==> src/inc/fsc_pkg.sv <==
// Shared constants for the front side bus sideband control block.
package fsc_pkg;

  // ==========================================================
  // Register map
  localparam int ADDR_W = 8;
  localparam int DATA_W = 32;
  localparam logic [7:0] REG_CTRL = 8'h00;
  localparam logic [7:0] REG_VECTOR = 8'h04;
  localparam logic [7:0] REG_STATUS = 8'h08;
  localparam logic [7:0] REG_MASK = 8'h0c;
  localparam logic [7:0] REG_STATE = 8'h10;

  // ==========================================================
  // Control register fields
  localparam int CTRL_NE_BIT = 0;
  localparam int CTRL_LIC_BIT = 1;
  localparam logic [1:0] CTRL_RESET = 2'h2;
  localparam logic [31:0] VECTOR_RESET = 32'h0000_0000;

  // ==========================================================
  // Status and mask fields
  localparam int STAT_W = 6;
  localparam int ST_INTERNAL_ERROR_OUT = 0;
  localparam int ST_DEFER = 1;
  localparam int ST_INIT = 2;
  localparam int ST_BIST = 3;
  localparam int ST_NMI = 4;
  localparam int ST_PRIO = 5;
  localparam logic [5:0] STAT_RESET = 6'h00;

  // ==========================================================
  // State register fields
  localparam int SV_INTERNAL_ERROR_OUT = 0;
  localparam int SV_LOCK = 1;
  localparam int SV_INIT = 2;
  localparam int SV_IGN = 3;
  localparam int SV_LINT0 = 4;
  localparam int SV_LINT1 = 5;
  localparam int SV_FPERR = 6;
  localparam int SV_ID_LO = 8;

  // ==========================================================
  // Pin synchroniser and startup timing
  localparam int SYNC_W = 4;
  localparam int SY_INIT = 0;
  localparam int SY_IGN = 1;
  localparam int SY_LINT0 = 2;
  localparam int SY_LINT1 = 3;
  localparam logic [3:0] SYNC_IDLE = 4'h3;
  localparam logic [1:0] BOOT_SAMPLE = 2'h2;

  typedef enum logic [1:0] {BOOT_SETTLE, BOOT_RUN} fsc_boot_e;
  typedef enum logic {LOCK_IDLE, LOCK_HELD} fsc_lock_e;

endpackage

==> src/hw/fsc_sync.sv <==
// Two flip-flop synchroniser bank for asynchronous pin inputs.
module fsc_sync
  import fsc_pkg::*;
(
  input wire logic clk_in,
  input wire logic rst_n_in,
  input wire logic [SYNC_W-1:0] async_in,
  output logic [SYNC_W-1:0] sync_out
);

  logic [SYNC_W-1:0] stage1;

  // The first stage feeds only the second, so metastability never reaches logic.
  always_ff @(posedge clk_in or negedge rst_n_in) begin
    if (!rst_n_in) begin
      stage1 <= SYNC_IDLE;
      sync_out <= SYNC_IDLE;
    end else begin
      stage1 <= async_in;
      sync_out <= stage1;
    end
  end

endmodule

==> src/hw/fsc_lock_seq.sv <==
// Atomic sequence driver and priority request observer.
module fsc_lock_seq
  import fsc_pkg::*;
(
  input wire logic clk_in,
  input wire logic rst_n_in,
  input wire logic begin_in,
  input wire logic end_in,
  input wire logic prio_req_in,
  output logic atomic_n_out,
  output logic atomic_oe_n_out,
  output logic active_out,
  output logic prio_hit_out
);

  fsc_lock_e state;
  fsc_lock_e next_state;

  always_comb begin
    next_state = state;
    case (state)
      LOCK_IDLE: begin
        if (begin_in) begin
          next_state = LOCK_HELD;
        end
      end
      LOCK_HELD: begin
        if (end_in) begin
          next_state = LOCK_IDLE;
        end
      end
      default: begin
        next_state = LOCK_IDLE;
      end
    endcase
  end

  wire next_held = (next_state == LOCK_HELD);

  // The pin is released rather than driven high so other agents may share it.
  always_ff @(posedge clk_in or negedge rst_n_in) begin
    if (!rst_n_in) begin
      state <= LOCK_IDLE;
      atomic_n_out <= 1'b1;
      atomic_oe_n_out <= 1'b1;
      active_out <= 1'b0;
      prio_hit_out <= 1'b0;
    end else begin
      state <= next_state;
      atomic_n_out <= !next_held;
      atomic_oe_n_out <= !next_held;
      active_out <= next_held;
      prio_hit_out <= prio_req_in && next_held;
    end
  end

endmodule

==> src/hw/fsc_top.sv <==
// Processor-side sideband control: deferred phase, errors, init, interrupts and lock.
//
// Our own choices: the address-and-strobe port and the register offsets.
module fsc_top
  import fsc_pkg::*;
(
  input wire logic sys_clk_in,
  input wire logic rst_n_in,
  input wire logic [ADDR_W-1:0] reg_addr_in,
  input wire logic [DATA_W-1:0] reg_wdata_in,
  input wire logic reg_wr_in,
  input wire logic reg_rd_in,
  output logic [DATA_W-1:0] reg_rdata_out,
  output logic irq_out,
  input wire logic [7:0] transaction_id_n_in,
  input wire logic id_strobe_n_in,
  input wire logic out_of_order_data_n_in,
  output logic deferred_start_out,
  output logic [7:0] deferred_id_out,
  output logic deferred_ood_out,
  input wire logic ood_data_valid_in,
  output logic ood_data_accept_out,
  input wire logic error_detect_in,
  output logic internal_error_n_out,
  output logic shutdown_req_out,
  input wire logic ignore_numeric_error_n_in,
  input wire logic fp_error_in,
  input wire logic fp_instr_in,
  output logic fp_exception_out,
  input wire logic soft_init_n_in,
  output logic integer_reset_out,
  output logic resume_out,
  output logic [DATA_W-1:0] resume_vector_out,
  output logic bist_start_out,
  input wire logic snoop_req_in,
  output logic snoop_ack_out,
  input wire logic [1:0] local_interrupt_pins_in,
  output logic [1:0] local_interrupt_out,
  output logic maskable_interrupt_request_out,
  output logic nmi_out,
  input wire logic lock_begin_in,
  input wire logic lock_end_in,
  input wire logic priority_request_n_in,
  output logic atomic_sequence_n_out,
  output logic atomic_sequence_oe_n_out
);

  function automatic logic fsc_rise(input logic now_v, input logic was_v);
    fsc_rise = now_v && !was_v;
  endfunction

  // ==========================================================
  // Reset release
  logic rst_meta_n;
  logic rst_n;

  always_ff @(posedge sys_clk_in or negedge rst_n_in) begin
    if (!rst_n_in) begin
      rst_meta_n <= 1'b0;
      rst_n <= 1'b0;
    end else begin
      rst_meta_n <= 1'b1;
      rst_n <= rst_meta_n;
    end
  end

  // ==========================================================
  // Asynchronous pin inputs
  logic [SYNC_W-1:0] pins_sync;

  fsc_sync u_sync (
    .clk_in(sys_clk_in),
    .rst_n_in(rst_n),
    .async_in({local_interrupt_pins_in[1], local_interrupt_pins_in[0], ignore_numeric_error_n_in, soft_init_n_in}),
    .sync_out(pins_sync)
  );

  wire init_act = !pins_sync[SY_INIT];
  wire ign_act = !pins_sync[SY_IGN];
  wire lint0 = pins_sync[SY_LINT0];
  wire lint1 = pins_sync[SY_LINT1];

  // ==========================================================
  // Bus-synchronous pins, captured once
  logic [7:0] id_q;
  logic ids_q;
  logic ood_q;
  logic prio_q;

  always_ff @(posedge sys_clk_in or negedge rst_n) begin
    if (!rst_n) begin
      id_q <= 8'h00;
      ids_q <= 1'b0;
      ood_q <= 1'b0;
      prio_q <= 1'b0;
    end else begin
      id_q <= ~transaction_id_n_in;
      ids_q <= !id_strobe_n_in;
      ood_q <= !out_of_order_data_n_in;
      prio_q <= !priority_request_n_in;
    end
  end

  // ==========================================================
  // Registers
  logic [1:0] ctrl;
  logic [DATA_W-1:0] vector;
  logic [STAT_W-1:0] status;
  logic [STAT_W-1:0] mask;
  logic [STAT_W-1:0] events;

  wire wr_ctrl = reg_wr_in && (reg_addr_in == REG_CTRL);
  wire wr_vector = reg_wr_in && (reg_addr_in == REG_VECTOR);
  wire wr_status = reg_wr_in && (reg_addr_in == REG_STATUS);
  wire wr_mask = reg_wr_in && (reg_addr_in == REG_MASK);
  wire ne_bit = ctrl[CTRL_NE_BIT];
  wire lic_en = ctrl[CTRL_LIC_BIT];
  wire [STAT_W-1:0] w1c = wr_status ? reg_wdata_in[STAT_W-1:0] : STAT_RESET;
  wire [STAT_W-1:0] next_status = (status & ~w1c) | events;

  always_ff @(posedge sys_clk_in or negedge rst_n) begin
    if (!rst_n) begin
      ctrl <= CTRL_RESET;
      vector <= VECTOR_RESET;
      status <= STAT_RESET;
      mask <= STAT_RESET;
      irq_out <= 1'b0;
    end else begin
      if (wr_ctrl) begin
        ctrl <= reg_wdata_in[1:0];
      end
      if (wr_vector) begin
        vector <= reg_wdata_in;
      end
      if (wr_mask) begin
        mask <= reg_wdata_in[STAT_W-1:0];
      end
      // A new event beats a clear in the same cycle.
      status <= next_status;
      irq_out <= |(next_status & mask);
    end
  end

  // ==========================================================
  // Deferred phase
  logic in_defer;

  wire defer_begin = ids_q;

  always_ff @(posedge sys_clk_in or negedge rst_n) begin
    if (!rst_n) begin
      deferred_start_out <= 1'b0;
      deferred_id_out <= 8'h00;
      deferred_ood_out <= 1'b0;
      in_defer <= 1'b0;
      ood_data_accept_out <= 1'b0;
    end else begin
      deferred_start_out <= defer_begin;
      if (defer_begin) begin
        deferred_id_out <= id_q;
        deferred_ood_out <= ood_q;
      end
      if (defer_begin) begin
        in_defer <= ood_q;
      end else if (ood_data_valid_in) begin
        in_defer <= 1'b0;
      end
      ood_data_accept_out <= in_defer && ood_data_valid_in;
    end
  end

  // ==========================================================
  // Internal error and numeric error
  logic internal_error_out;
  logic fp_pending;

  wire ign_effective = ign_act && !ne_bit;
  wire fp_trap = fp_instr_in && fp_pending && !ign_effective;

  // Only the bus reset clears the error latch; software has no way to drop it.
  always_ff @(posedge sys_clk_in or negedge rst_n) begin
    if (!rst_n) begin
      internal_error_out <= 1'b0;
      internal_error_n_out <= 1'b1;
      shutdown_req_out <= 1'b0;
      fp_pending <= 1'b0;
      fp_exception_out <= 1'b0;
    end else begin
      if (error_detect_in) begin
        internal_error_out <= 1'b1;
      end
      internal_error_n_out <= !(internal_error_out || error_detect_in);
      shutdown_req_out <= error_detect_in && !internal_error_out;
      if (fp_error_in) begin
        fp_pending <= 1'b1;
      end else if (fp_trap) begin
        fp_pending <= 1'b0;
      end
      fp_exception_out <= fp_trap;
    end
  end

  // ==========================================================
  // Soft init, self-test at reset release, snoops
  fsc_boot_e boot;
  logic [1:0] boot_cnt;
  logic init_was;
  logic bist_seen;

  wire boot_sample = (boot == BOOT_SETTLE) && (boot_cnt == BOOT_SAMPLE);
  wire run = (boot == BOOT_RUN);

  always_ff @(posedge sys_clk_in or negedge rst_n) begin
    if (!rst_n) begin
      boot <= BOOT_SETTLE;
      boot_cnt <= 2'h0;
      bist_seen <= 1'b0;
    end else begin
      case (boot)
        BOOT_SETTLE: begin
          boot_cnt <= boot_cnt + 2'h1;
          if (boot_sample) begin
            boot <= BOOT_RUN;
            bist_seen <= init_act;
          end
        end
        BOOT_RUN: begin
          boot <= BOOT_RUN;
        end
        default: begin
          boot <= BOOT_SETTLE;
        end
      endcase
    end
  end

  wire init_rise = run && fsc_rise(init_act, init_was);
  wire init_fall = run && fsc_rise(init_was, init_act);

  always_ff @(posedge sys_clk_in or negedge rst_n) begin
    if (!rst_n) begin
      init_was <= 1'b0;
      integer_reset_out <= 1'b0;
      resume_out <= 1'b0;
      resume_vector_out <= VECTOR_RESET;
      bist_start_out <= 1'b0;
      snoop_ack_out <= 1'b0;
    end else begin
      init_was <= init_act;
      integer_reset_out <= run && init_act;
      resume_out <= init_fall;
      if (init_fall) begin
        resume_vector_out <= vector;
      end
      bist_start_out <= boot_sample && init_act;
      snoop_ack_out <= snoop_req_in;
    end
  end

  // ==========================================================
  // Local interrupt pins
  logic lint1_was;

  wire nmi_rise = !lic_en && fsc_rise(lint1, lint1_was);

  always_ff @(posedge sys_clk_in or negedge rst_n) begin
    if (!rst_n) begin
      lint1_was <= 1'b0;
      local_interrupt_out <= 2'h0;
      maskable_interrupt_request_out <= 1'b0;
      nmi_out <= 1'b0;
    end else begin
      lint1_was <= lint1;
      local_interrupt_out <= lic_en ? {lint1, lint0} : 2'h0;
      maskable_interrupt_request_out <= !lic_en && lint0;
      nmi_out <= nmi_rise;
    end
  end

  // ==========================================================
  // Atomic sequence
  logic lock_active;
  logic prio_hit;

  fsc_lock_seq u_lock (
    .clk_in(sys_clk_in),
    .rst_n_in(rst_n),
    .begin_in(lock_begin_in),
    .end_in(lock_end_in),
    .prio_req_in(prio_q),
    .atomic_n_out(atomic_sequence_n_out),
    .atomic_oe_n_out(atomic_sequence_oe_n_out),
    .active_out(lock_active),
    .prio_hit_out(prio_hit)
  );

  // ==========================================================
  // Events and read-back
  always_comb begin
    events = STAT_RESET;
    events[ST_INTERNAL_ERROR_OUT] = error_detect_in && !internal_error_out;
    events[ST_DEFER] = defer_begin;
    events[ST_INIT] = init_rise;
    events[ST_BIST] = boot_sample && init_act;
    events[ST_NMI] = nmi_rise;
    events[ST_PRIO] = prio_hit;
  end

  logic [DATA_W-1:0] state_word;

  always_comb begin
    state_word = 32'h0000_0000;
    state_word[SV_INTERNAL_ERROR_OUT] = internal_error_out;
    state_word[SV_LOCK] = lock_active;
    state_word[SV_INIT] = init_act;
    state_word[SV_IGN] = ign_act;
    state_word[SV_LINT0] = lint0;
    state_word[SV_LINT1] = lint1;
    state_word[SV_FPERR] = fp_pending;
    state_word[SV_ID_LO +: 8] = deferred_id_out;
  end

  logic [DATA_W-1:0] rd_mux;

  always_comb begin
    case (reg_addr_in)
      REG_CTRL: rd_mux = {30'h0, ctrl};
      REG_VECTOR: rd_mux = vector;
      REG_STATUS: rd_mux = {26'h0, status};
      REG_MASK: rd_mux = {26'h0, mask};
      REG_STATE: rd_mux = state_word;
      default: rd_mux = 32'h0000_0000;
    endcase
  end

  // Read data is shown only in the cycle after each read strobe and is zero otherwise, so a stale value is never mistaken for an answer.
  always_ff @(posedge sys_clk_in or negedge rst_n) begin
    if (!rst_n) begin
      reg_rdata_out <= 32'h0000_0000;
    end else begin
      reg_rdata_out <= reg_rd_in ? rd_mux : 32'h0000_0000;
    end
  end

endmodule

==> config.mk <==
export PLATFORM = sky130hd
export DESIGN_NAME = fsc_top
export DESIGN_NICKNAME = d
export VERILOG_FILES = /design/src/inc/fsc_pkg.sv /design/src/hw/fsc_sync.sv /design/src/hw/fsc_lock_seq.sv /design/src/hw/fsc_top.sv
export SDC_FILE = /design/constraint.sdc
export NUM_CORES = 1
export LEC_CHECK = 0
export BUFFER_PORTS_ARGS = -buffer_cell sky130_fd_sc_hd__buf_2
export CORE_ASPECT_RATIO = 1.75
export CORE_UTILIZATION = 45
export CTS_CLUSTER_DIAMETER = 30
export DETAILED_ROUTE_END_ITERATION = 10
export PLACE_DENSITY = 0.8
export SETUP_SLACK_MARGIN = 0.2
export SYNTH_ARGS = -nofsm -noshare
export SYNTH_HDL_FRONTEND = slang
export SYNTH_HIERARCHICAL = 1
export SYNTH_SLANG_ARGS = --single-unit
==> constraint.sdc <==
create_clock -name sys_clk_in -period 6.95 [get_ports sys_clk_in]
set_input_delay 0.695 -clock sys_clk_in [delete_from_list [all_inputs] [get_ports sys_clk_in]]
set_output_delay 0.695 -clock sys_clk_in [all_outputs]
set_load 0.05 [all_outputs]
### Yosys cells after proc, flatten, opt, wreduce, memory -nomap -nowiden

Cells that the tools add are included.

* register bits: 166
* word-level logic and storage cells: 105
* output and inout bits: 89

* eq/ne operators: 7
* add/sub/neg operators: 1
* muxes and demuxes: 13
* bitwise gates (word level): 6
* reduce and logical (&&, ||, !) cells: 39

Operators with widths (number)
* $pmux 32 s5: 1
* $mux 32: 1
* $logic_and 1x1->1: 20
* $eq 8x4->1 const B: 2
* $logic_not 1->1: 13
* $and 6x6->6: 2
* $eq 8x3->1 const B: 1
* $eq 8x5->1 const B: 1
* $logic_not 8->1: 1
* $not 8->8: 1
* $mux 1: 6
* $mux 6: 1
* $not 6->6: 1
* $or 6x6->6: 1
* $reduce_or 6->1: 1
* $mux 2: 2
* $pmux 2 s2: 1
* $reduce_bool 2->1: 2
* $add 2x1->2 const B: 1
* $eq 2x1->1 const B: 1
* $eq 2x2->1 const B: 1
* $logic_not 2->1: 1
* $ne 2x2->1 const B: 1
* $pmux 1 s2: 1
* 2 further kinds: 2

### Logic depth before layout (Yosys ltp)

Gate-level depths: netlist (run 1).

* depth in word-level cells: 8
* mapped depth: 7

### Modules after synthesis

Netlist (run 1), hierarchy kept.

Modules (own cells, without submodules)
* fsc_top: area an instance 5949.5 sq um, cells an instance 399, times used 1, seq. area each 3856.2 sq um
* fsc_sync: area an instance 205.2 sq um, cells an instance 8, times used 1, seq. area each 205.2 sq um
* fsc_lock_seq: area an instance 110.1 sq um, cells an instance 9, times used 1, seq. area each 76.3 sq um

### Worst setup path before layout (run 1)

No wires, ideal clock.

* kind: input-to-reg
* start: in reg_addr_in[1]
* end: reg vector[0]
* stages on the path: 6
* setup time: 0.125 ns
* setup slack: 4.675 ns
* required time: 6.825 ns
* data arrival time: 2.150 ns
* cell sequence: or4_4 buf_6 nor3b_4 nand2_2 buf_6 mux2_4

* cells in the longest elaborated chain, start to end: 2

RTL lines
* start: declaration: RTL line fsc_top.sv:9 `input wire logic [ADDR_W-1:0] reg_addr_in,`
* $eq 8x3->1: RTL line fsc_top.sv:113 `wire wr_vector = reg_wr_in && (reg_addr_in == REG_VECTOR);`
* $logic_and 1x1->1: RTL line fsc_top.sv:113
* end signal: assignment: RTL line fsc_top.sv:133 `vector <= reg_wdata_in;`
* end: declaration: RTL line fsc_top.sv:107 `logic [DATA_W-1:0] vector;`

Every way passes these cells.
A chain may end at the register's enable or synchronous reset.

### Worst setup path after layout (run 1)

* start: in reg_addr_in[1]
* end: reg vector[10]

The elaborated chain is that of the path after synthesis.

==> out/qor.csv, run 1 <==
stage;metric;value;unit
global_routing;GRT Util Overall;0.1949;
run_status;status;finished, final reports clean;
detailed_routing;routed via count;3881;
power_and_ir_drop;Leak;4.144;nW
synthesis;synth warn;6;
global_routing;largest net degree at the start of global routing;94;
global_routing;first-pass GRT wire length;21130;µm
final_layout;layout cells sized above 1;0.4983;
timing;Slew Limit Fails;0;
timing;period utilization;0.3770;
critical_path;Data arrival, critical path;2910;ps
timing;Clock Skew;7.046;ps
timing;Final setup viols;0;
clocking;post-cts sizing count;0;
synthesis;most numerous cell in the Yosys netlist;dfrtp_1;
power_and_ir_drop;total power;0.002209;W
placed_design;routability congestion estimate;0.8645;
floorplan;Placeable Area;13520;µm²
power_and_ir_drop;worst-case vdd ir drop;175.2;µV
synthesis;Syn Std Cell Area;6265;µm²
synthesis;Post-synth EDFFs;0;
detailed_routing;Antenna Nets Post-Route;0;
power_and_ir_drop;Clk pwr share;0.435;
critical_path;Setup Crit Path Kind;in2reg;
synthesis;Mapped Nets;483;
detailed_routing;router iterations before antenna repair;6;
clocking;CTS Hold Buffers Added;0;
final_layout;Finished Core Util;0.5736;
clocking;H-Tree Depth;4;
clocking;Skew-Pair Late Insertion Delay;410;ps
placed_design;HPWL after detailed placement;9507;µm
synthesis;commonest cells in the synthesized netlist;158 x dfrtp_1, 57 x mux2_2, 30 x mux2_4;
timing;final hold slack;58.13;ps
power_and_ir_drop;Internal;0.001655;W
global_routing;vias in the first global route;4154;
final_layout;nets;638;
power_and_ir_drop;sw frac;0.2505;
synthesis;Yosys top cell area share;0.6311;
timing;Slew headroom;0.2260;
critical_path;CP Launch Type;input pin;
synthesis;ys async rst share;1.000;
hold_path;hold crit path type;in2async;
final_layout;n_diodes;0;
power_and_ir_drop;sequential share of power;0.472;
floorplan;I/O pin count;155;
critical_path;critical path data required time;7240;ps
synthesis;post-synthesis cell count;416;
critical_path;Crit Path Max Fanout;32;
detailed_routing;DRC violations left;0;
power_and_ir_drop;Net Switching;0.0005532;W
timing;Fmax;381.6;MHz
clocking;CTS Buf Count;17;
timing;Worst-Margin Slew;1157;ps
synthesis;syn_area_per_cell;15.06;µm²
timing;RSZ-0062 raised after global routing;false;
clocking;CTS root buffer;clkbuf_16;
timing;Final min period;2620;ps
synthesis;sequential element share of the synthesized area;0.6605;
power_and_ir_drop;pwr dens;284.7;nW/µm²
flow_run;max cap viols;0;
synthesis;Synth cell types;45;
floorplan;die area;14420;µm²
timing;Final TNS setup;0;ps
detailed_routing;initial DRC count;162;
clocking;TritonCTS clock tree;done;
critical_path;CP Capture Type;flop;
floorplan;Die Wd;91.19;µm
synthesis;largest area contributor in the netlist;dfrtp_1;
synthesis;Yosys reg bits;165;
detailed_routing;final WL;13180;µm
detailed_routing;WL/cell;17.39;µm
timing;Fin. Hold Viols;0;
synthesis;main flop type after synthesis;dfrtp_1;
floorplan;Die H;158.1;µm
synthesis;synth top area cells;dfrtp_1 63%, mux2_2 10%, mux2_4 7.2%;
clocking;CTS Sinks;165;
clocking;Clock transition at path regs;60;ps
floorplan;Initial Util;0.4633;
placed_design;PortBufs;154;
global_routing;GRT Residual Overflow;0;
final_layout;area grow syn2layout;23.83;%
global_routing;antenna violations before repair;0;
clocking;maximum clock path buffer count;2;
detailed_routing;Vias per Instance;5.120;
power_and_ir_drop;Comb pwr share;0.093;
clocking;Setup Fix Bufs, Post-CTS;0;
final_layout;# fillers;1147;
floorplan;Row Count;56;
final timing paths:
kind	startpoint	endpoint	slack (ps)	cells after the start
worst min-delay path	rst_n_in	rst_meta_n	60	1
worst min register to register	u_sync/stage1[3]	u_sync/sync_out[3]	350	0
worst max register to register	rst_n	reg_rdata_out[4]	4930	1
worst max-delay path	reg_addr_in[1]	vector[10]	4330	5
max in group asynchronous	rst_n	reg_rdata_out[4]	4930	1
min in group sys_clk_in	u_sync/stage1[3]	u_sync/sync_out[3]	350	0
cell type report:
cell class,count,area [µm²],share of cell area
Clock inverter,13,171.4,0.02210
Tap cell,174,217.7,0.02806
Clock buffer,19,442.9,0.05710
Timing Repair Buffer,155,778.2,0.1003
Inverter,17,63.81,0.008226
Multi-Input combinational cell,215,1942,0.2503
Sequential cell,165,4141,0.5339
worst max-delay path, stage by stage:
cell,delay (ps)
buf_2,100
or4_4,610
nor3b_4,260
nand2_2,670
mux2_4,550
per-layer routing:
layer | wire length (µm) | share of wire | global-route usage
met1 | 4798 | 0.36 | 0.2012
met2 | 7372 | 0.56 | 0.3597
met3 | 436 | 0.033 | 0.03987
met4 | 574 | 0.044 | 0.1194
met5 | 0 | 0 | 0
logic make-up (layout without fill, tap and decap cells):
group	count (synthesis)	in the layout	synth area share
AO/OA/AOI/OAI	43	43	0.04813
XOR/XNOR	1	1	0.001398
AND/OR/NAND/NOR	80	80	0.07949
buffers and inverters	36	204	0.03036
flip-flops	165	165	0.6605
adder cells (fa/ha/maj)	1	1	0.001997
other	1	1	0.0005986
multiplexers	89	89	0.1776
power groups by stage:
stage	registers, W	logic (W)	clock network, W
after CTS	0.00104	0.000208	0.000984
after global routing	0.00105	0.000217	0.00102
after floorplan	0.00113	0.0000640	0
final	0.00104	0.000205	0.000961
after global placement	0.00106	0.000204	0
after detailed placement	0.00106	0.000208	0
layout by cell type (no fill, tap or decap), types with 2 or more instances in the layout:
cell type,synthesis,final
a21o_1,4,4
a21oi_1,5,5
a22o_1,12,12
a32oi_1,5,5
and2_1,20,20
and3_1,2,2
buf_2,2,154
bufinv_16,0,3
clkbuf_16,0,17
clkinv_2,0,2
clkinv_4,0,4
dfrtp_1,158,157
dfstp_2,7,7
inv_1,17,17
inv_6,0,2
mux2_2,57,57
mux2_4,30,30
mux2i_1,2,2
nand2_1,15,15
nand3_1,3,2
nor2_1,10,10
nor2b_1,8,8
nor3_1,3,3
nor3b_1,2,2
nor4bb_1,2,2
o21ai_0,13,13
or2_2,3,3
stage by stage:
stage	worst slack [ps]	instance area [µm²]	cells
finish	4330	7757	758
global route	4254	7757	758
CTS	4340	7757	758
detailed placement	3895	7143	726
global placement	3941	7143	726
floorplan	2024	6265	416
sequential cells by signal (all words and copies together) (netlist names), 2 cells and up:
name                 cells
vector                  32
local_interrupt_out      2
mask                     6
resume_vector_out       32
status                   6
deferred_id_out          8
u_sync/sync_out          4
reg_rdata_out           32
u_sync/stage1            4
id_q                     8
boot_cnt                 2
ctrl                     2
Note: power is estimated with default switching activity, not from simulation.
==> run 2, diff against run 1 <==
- PLACE_DENSITY: 0.8 -> 0.83
- clock period: 6.95 -> 2.21 ns (I/O delays scaled with it)
==> run 2 against run 1 <==
Sequential power rose to 3.1 times the previous value. Count of clock-buffer cells in the layout down 2. Worst setup slack worse by 3800 ps. Critical path depth up 1. Power rose to 3.2 times the previous value. First-iteration DRC count up 58%. Via count up 2.2%. Global-route usage up 0.55 points. Cell count up 3.7%. Clock power rose to 3.1 times the previous value. Largest cell class unchanged.
==> out/qor.csv, run 2 (synthesis results as in run 1) <==
stage;metric;value;unit
run_status;status;finished, final reports clean;
clocking;maximum clock path buffer count;2;
timing;period utilization;0.7546;
timing;Fmax;599.6;MHz
clocking;CTS Sinks;165;
detailed_routing;router iterations before antenna repair;4;
timing;Final TNS setup;0;ps
detailed_routing;Vias per Instance;5.046;
power_and_ir_drop;sw frac;0.2658;
placed_design;PortBufs;154;
detailed_routing;WL/cell;17.52;µm
global_routing;antenna violations before repair;0;
placed_design;HPWL after detailed placement;9829;µm
critical_path;Setup Crit Path Kind;in2reg;
clocking;CTS root buffer;clkbuf_16;
clocking;Clock transition at path regs;60;ps
timing;Slew Limit Fails;0;
final_layout;largest registers;reg_rdata_out (32), resume_vector_out (32), vector (32);
critical_path;critical path data required time;2490;ps
global_routing;largest net degree at the start of global routing;50;
critical_path;Crit Path Max Fanout;6;
timing;Slew headroom;0.6121;
clocking;post-cts sizing count;0;
final_layout;layout cells sized above 1;0.4902;
detailed_routing;initial DRC count;256;
flow_run;max cap viols;0;
final_layout;commonest non-fill, non-tap cell in the layout;dfrtp_1;
placed_design;routability congestion estimate;0.9116;
power_and_ir_drop;Internal;0.005135;W
power_and_ir_drop;sequential share of power;0.467;
global_routing;vias in the first global route;4158;
hold_path;hold crit path type;in2reg;
timing;Clock Skew;9.858;ps
power_and_ir_drop;total power;0.006994;W
floorplan;Die H;158.1;µm
clocking;TritonCTS clock tree;done;
detailed_routing;final WL;13770;µm
clocking;H-Tree Depth;4;
critical_path;Data arrival, critical path;1940;ps
power_and_ir_drop;Clk pwr share;0.432;
timing;Worst-Margin Slew;581.9;ps
timing;Final setup viols;0;
global_routing;GRT Util Overall;0.2004;
power_and_ir_drop;Net Switching;0.001859;W
critical_path;CP Capture Type;flop;
critical_path;CP Launch Type;input pin;
timing;Final min period;1668;ps
floorplan;Initial Util;0.4633;
global_routing;first-pass GRT wire length;21430;µm
global_routing;GRT Residual Overflow;0;
critical_path;worst path cell trace;buf_2, or4_4, nor4_4, a21boi_0, o21ai_0, nand4_1;
power_and_ir_drop;Leak;4.287;nW
critical_path;crit path max-delay cell type;or4_4;
detailed_routing;DRC violations left;0;
final_layout;most frequent cells in the layout;157 x dfrtp_1, 154 x buf_2, 57 x mux2_2;
timing;Fin. Hold Viols;0;
power_and_ir_drop;worst-case vdd ir drop;581.5;µV
detailed_routing;routed via count;3966;
floorplan;Die Wd;91.19;µm
floorplan;die area;14420;µm²
floorplan;Row Count;56;
final_layout;nets;666;
clocking;Skew-Pair Late Insertion Delay;420;ps
floorplan;Placeable Area;13520;µm²
power_and_ir_drop;pwr dens;867.1;nW/µm²
detailed_routing;Antenna Nets Post-Route;0;
critical_path;max incr delay on CP;610;ps
final_layout;n_diodes;0;
floorplan;I/O pin count;155;
timing;RSZ-0062 raised after global routing;false;
power_and_ir_drop;Comb pwr share;0.101;
final_layout;area grow syn2layout;28.74;%
clocking;CTS Hold Buffers Added;20;
critical_path;Reg2Reg Setup Slack;630;ps
clocking;CTS Buf Count;17;
clocking;Setup Fix Bufs, Post-CTS;0;
==> run 2: final cells by class <==
class                           count  area (µm²)
Clock inverter                     15       186.4
Inverter                           17       63.81
Tap cell                          174       217.7
Clock buffer                       17       425.4
Fill cell                        1079        5458
Sequential cell                   165        4141
Multi-Input combinational cell    215        1942
Timing Repair Buffer              183        1089
==> run 2: final timing paths <==
path,startpoint,to,depth (start not counted)
setup / recovery,reg_addr_in[1],irq_out,6
hold / removal,error_detect_in,internal_error_out,2
setup reg to reg,boot_cnt[0],irq_out,7
hold reg to reg,rst_n,ood_q,0
max in group asynchronous,rst_n,u_sync/sync_out[0],1
min in group asynchronous,rst_n_in,rst_meta_n,2
==> run 2: routing by layer <==
metal,part of all wire,routed length [µm],global-route usage
met5,0,0,0
met1,0.36,5016,0.2029
met3,0.032,439,0.04179
met2,0.57,7824,0.3835
met4,0.036,492,0.1020
==> run 2: stage by stage <==
stage / area (µm²) / setup slack [ps] / util / hold slack, ps / instances
after floorplan: 6269 / 409.2 / - / -74.59 / 416
after CTS: 8065 / 608.6 / 0.5964 / 3.816 / 786
after detailed placement: 7253 / 176.2 / 0.5364 / 19.01 / 734
after global routing: 8065 / 459.5 / 0.5964 / 12.86 / 786
final: 8065 / 542.3 / 0.5964 / 20.82 / 786
after global placement: 7253 / 179.2 / 0.5364 / 16.07 / 734
==> run 2: worst max-delay path: cells and delay by family <==
kind            cells  cell delay [ps]
buf+inv             1               90
compound gates      2              450
simple gates        3             1170
==> run 2: power by group through the flow <==
| stage | clock network, W | registers [W] | logic (W) |
|---|---|---|---|
| after floorplan | 0 | 0.00356 | 0.000201 |
| after CTS | 0.00308 | 0.00327 | 0.000713 |
| final | 0.00302 | 0.00327 | 0.000706 |
| after detailed placement | 0 | 0.00332 | 0.000684 |
| after global placement | 0 | 0.00331 | 0.000673 |
| after global routing | 0.00322 | 0.00328 | 0.000747 |
==> run 3, diff against run 2 <==
- clock period: 2.21 -> 1.36 ns (I/O delays scaled with it)
==> run 3 against run 2 <==
Critical endpoint is now vector[6]. The run now ends with negative setup slack left. Die area did not move. Power up 60%. Count of clock-buffer cells in the layout stayed put. Worst setup slack worse by 620 ps. Register-to-register slack lost 710 ps. Cell count increased by 9.4%. Via count increased by 9.3%.
==> out/qor.csv, run 3 (synthesis results as in run 1) <==
stage;metric;value;unit
timing;Fmax;693.3;MHz
power_and_ir_drop;total power;0.01122;W
clocking;TritonCTS clock tree;done;
power_and_ir_drop;worst-case vdd ir drop;776.8;µV
flow_run;max cap viols;0;
final_layout;nets;740;
final_layout;post-route insts no fill;860;
final_layout;area grow syn2layout;49.11;%
floorplan;die area;14420;µm²
floorplan;Initial Util;0.4633;
placed_design;Cells after DPL;753;
floorplan;Die H;158.1;µm
timing;Clock Skew;9.350;ps
floorplan;Row Count;56;
detailed_routing;final WL;16270;µm
critical_path;CP startpoint;reg_addr_in[1];
detailed_routing;router iterations before antenna repair;4;
clocking;maximum clock path buffer count;2;
timing;period utilization;1.061;
critical_path;Reg2Reg Setup Slack;-80;ps
detailed_routing;routed via count;4334;
global_routing;GRT Residual Overflow;0;
critical_path;CP Capture Point;vector[6];
floorplan;I/O pin count;155;
global_routing;antenna violations before repair;0;
detailed_routing;Vias per Instance;5.040;
final_layout;most frequent cells in the layout;156 x dfrtp_1, 80 x buf_2, 58 x buf_4;
final_layout;layout cells sized above 1;0.5569;
critical_path;Data arrival, critical path;1730;ps
power_and_ir_drop;pwr dens;1201;nW/µm²
critical_path;Worst Reg-to-Reg Cells;5;
clocking;CTS Sinks;165;
global_routing;vias in the first global route;4779;
critical_path;reg2reg end;irq_out;
timing;Fin. Hold Viols;0;
hold_path;hold crit path type;in2reg;
global_routing;first-pass GRT wire length;25010;µm
final_layout;largest registers;reg_rdata_out (32), resume_vector_out (32), vector (32);
placed_design;HPWL after detailed placement;9691;µm
timing;Final setup viols;85;
placed_design;PortBufs;154;
critical_path;Setup Crit Path Kind;in2reg;
global_routing;largest net degree at the start of global routing;83;
clocking;Skew-Pair Late Insertion Delay;410;ps
detailed_routing;WL/cell;18.91;µm
detailed_routing;initial DRC count;236;
run_status;status;finished, violations left;
final_layout;# fillers;909;
timing;Slew Limit Fails;0;
timing;final worst slack;-82.34;ps
final_layout;n_diodes;0;
run_status;failing checks;negative setup slack;
clocking;CTS root buffer;clkbuf_16;
global_routing;GRT Util Overall;0.2317;
floorplan;Die Wd;91.19;µm
clocking;Clock transition at path regs;60;ps
clocking;H-Tree Depth;4;
final_layout;register area;4143;µm²
clocking;CTS Buf Count;17;
power_and_ir_drop;Leak;4.751;nW
timing;RSZ-0062 raised after global routing;true;
detailed_routing;Antenna Nets Post-Route;0;
critical_path;Crit Path Max Fanout;26;
critical_path;reg-to-reg startpoint;u_sync/sync_out[0];
detailed_routing;DRC violations left;0;
placed_design;routability congestion estimate;0.8508;
timing;Final min period;1442;ps
final_layout;multi-input logic area;2146;µm²
floorplan;Placeable Area;13520;µm²
critical_path;CP Capture Type;flop;
critical_path;critical path data required time;1650;ps
final_layout;commonest non-fill, non-tap cell in the layout;dfrtp_1;
critical_path;CP Launch Type;input pin;
[run 3: changes by cell type in the layout (fill, tap and decap cells not counted), sizes merged]
cell / previous run / this run
dlygate4sd3: 20 / 51
buf: 163 / 190
clkbuf: 17 / 33
clkinvlp: 1 / 4
bufinv: 2 / 0
inv: 26 / 24
clkinv: 3 / 4
[run 3: repair_timing]
action,4_1_cts,5_1_grt
resized for setup,112,74
pin swaps,24,16
hold buffers,51,0
setup buffers,10,9
cloned,4,1
endpoints found under the setup margin,155,160
hold endpoints to repair,54,0
[run 3: metrics by stage]
stage / cell area [µm²] / hold WS (ps) / util / setup slack [ps] / TNS (ps)
after floorplan: 6337 / -159.6 / - / -355.8 / -74840
after global placement: 7432 / -77.33 / 0.5496 / -465.6 / -29880
after detailed placement: 7432 / -71.64 / 0.5496 / -482.5 / -31130
after CTS: 9026 / 5.770 / 0.6675 / -38.10 / -536.5
after global routing: 9341 / 13.09 / 0.6908 / -196.3 / -5104
final: 9341 / 17.69 / 0.6908 / -82.34 / -3095
[run 3: critical path: stages]
cell	delay (ps)
buf_6	90
or4_4	600
nor3b_4	230
nand2_2	120
buf_12	200
mux2_4	320
[run 3: worst min path at each step]
stage                                from               end  slack, ps  cells after the start
after global routing      reg_wdata_in[3]           mask[3]         10                      2
final                     error_detect_in  shutdown_req_out         20                      2
after global placement           rst_n_in        rst_meta_n        -80                      1
after floorplan                  rst_n_in        rst_meta_n       -160                      0
after CTS                 error_detect_in  shutdown_req_out          6                      2
after detailed placement         rst_n_in        rst_meta_n        -70                      1
[run 3: per-layer routing]
layer / vias to the layer above / track usage / part of all wire / wire (µm)
met5: - / 0 / 0 / 0
li1: 1945 / - / - / -
met1: 2168 / 0.2411 / 0.35 / 5743
met3: 55 / 0.04515 / 0.033 / 541
met2: 166 / 0.4239 / 0.56 / 9136
met4: 0 / 0.1489 / 0.052 / 844
[run 3: power by group]
group / switching, W / internal [W] / total [W] / leakage [nW]
sequential: 0.000172 / 0.00514 / 0.00531 / 2.13
combinational: 0.000833 / 0.000644 / 0.00148 / 2.36
clock: 0.00205 / 0.00238 / 0.00443 / 0.259
total: 0.00306 / 0.00816 / 0.0112 / 4.75
[run 3: layout make-up]
type,count,share of cell area
tap,174,0.02331
inverter,17,0.006831
clock buffer,17,0.04554
multi-input combinational,215,0.2297
sequential,165,0.4435
clock inverter,15,0.01299
timing repair buffer,257,0.2381
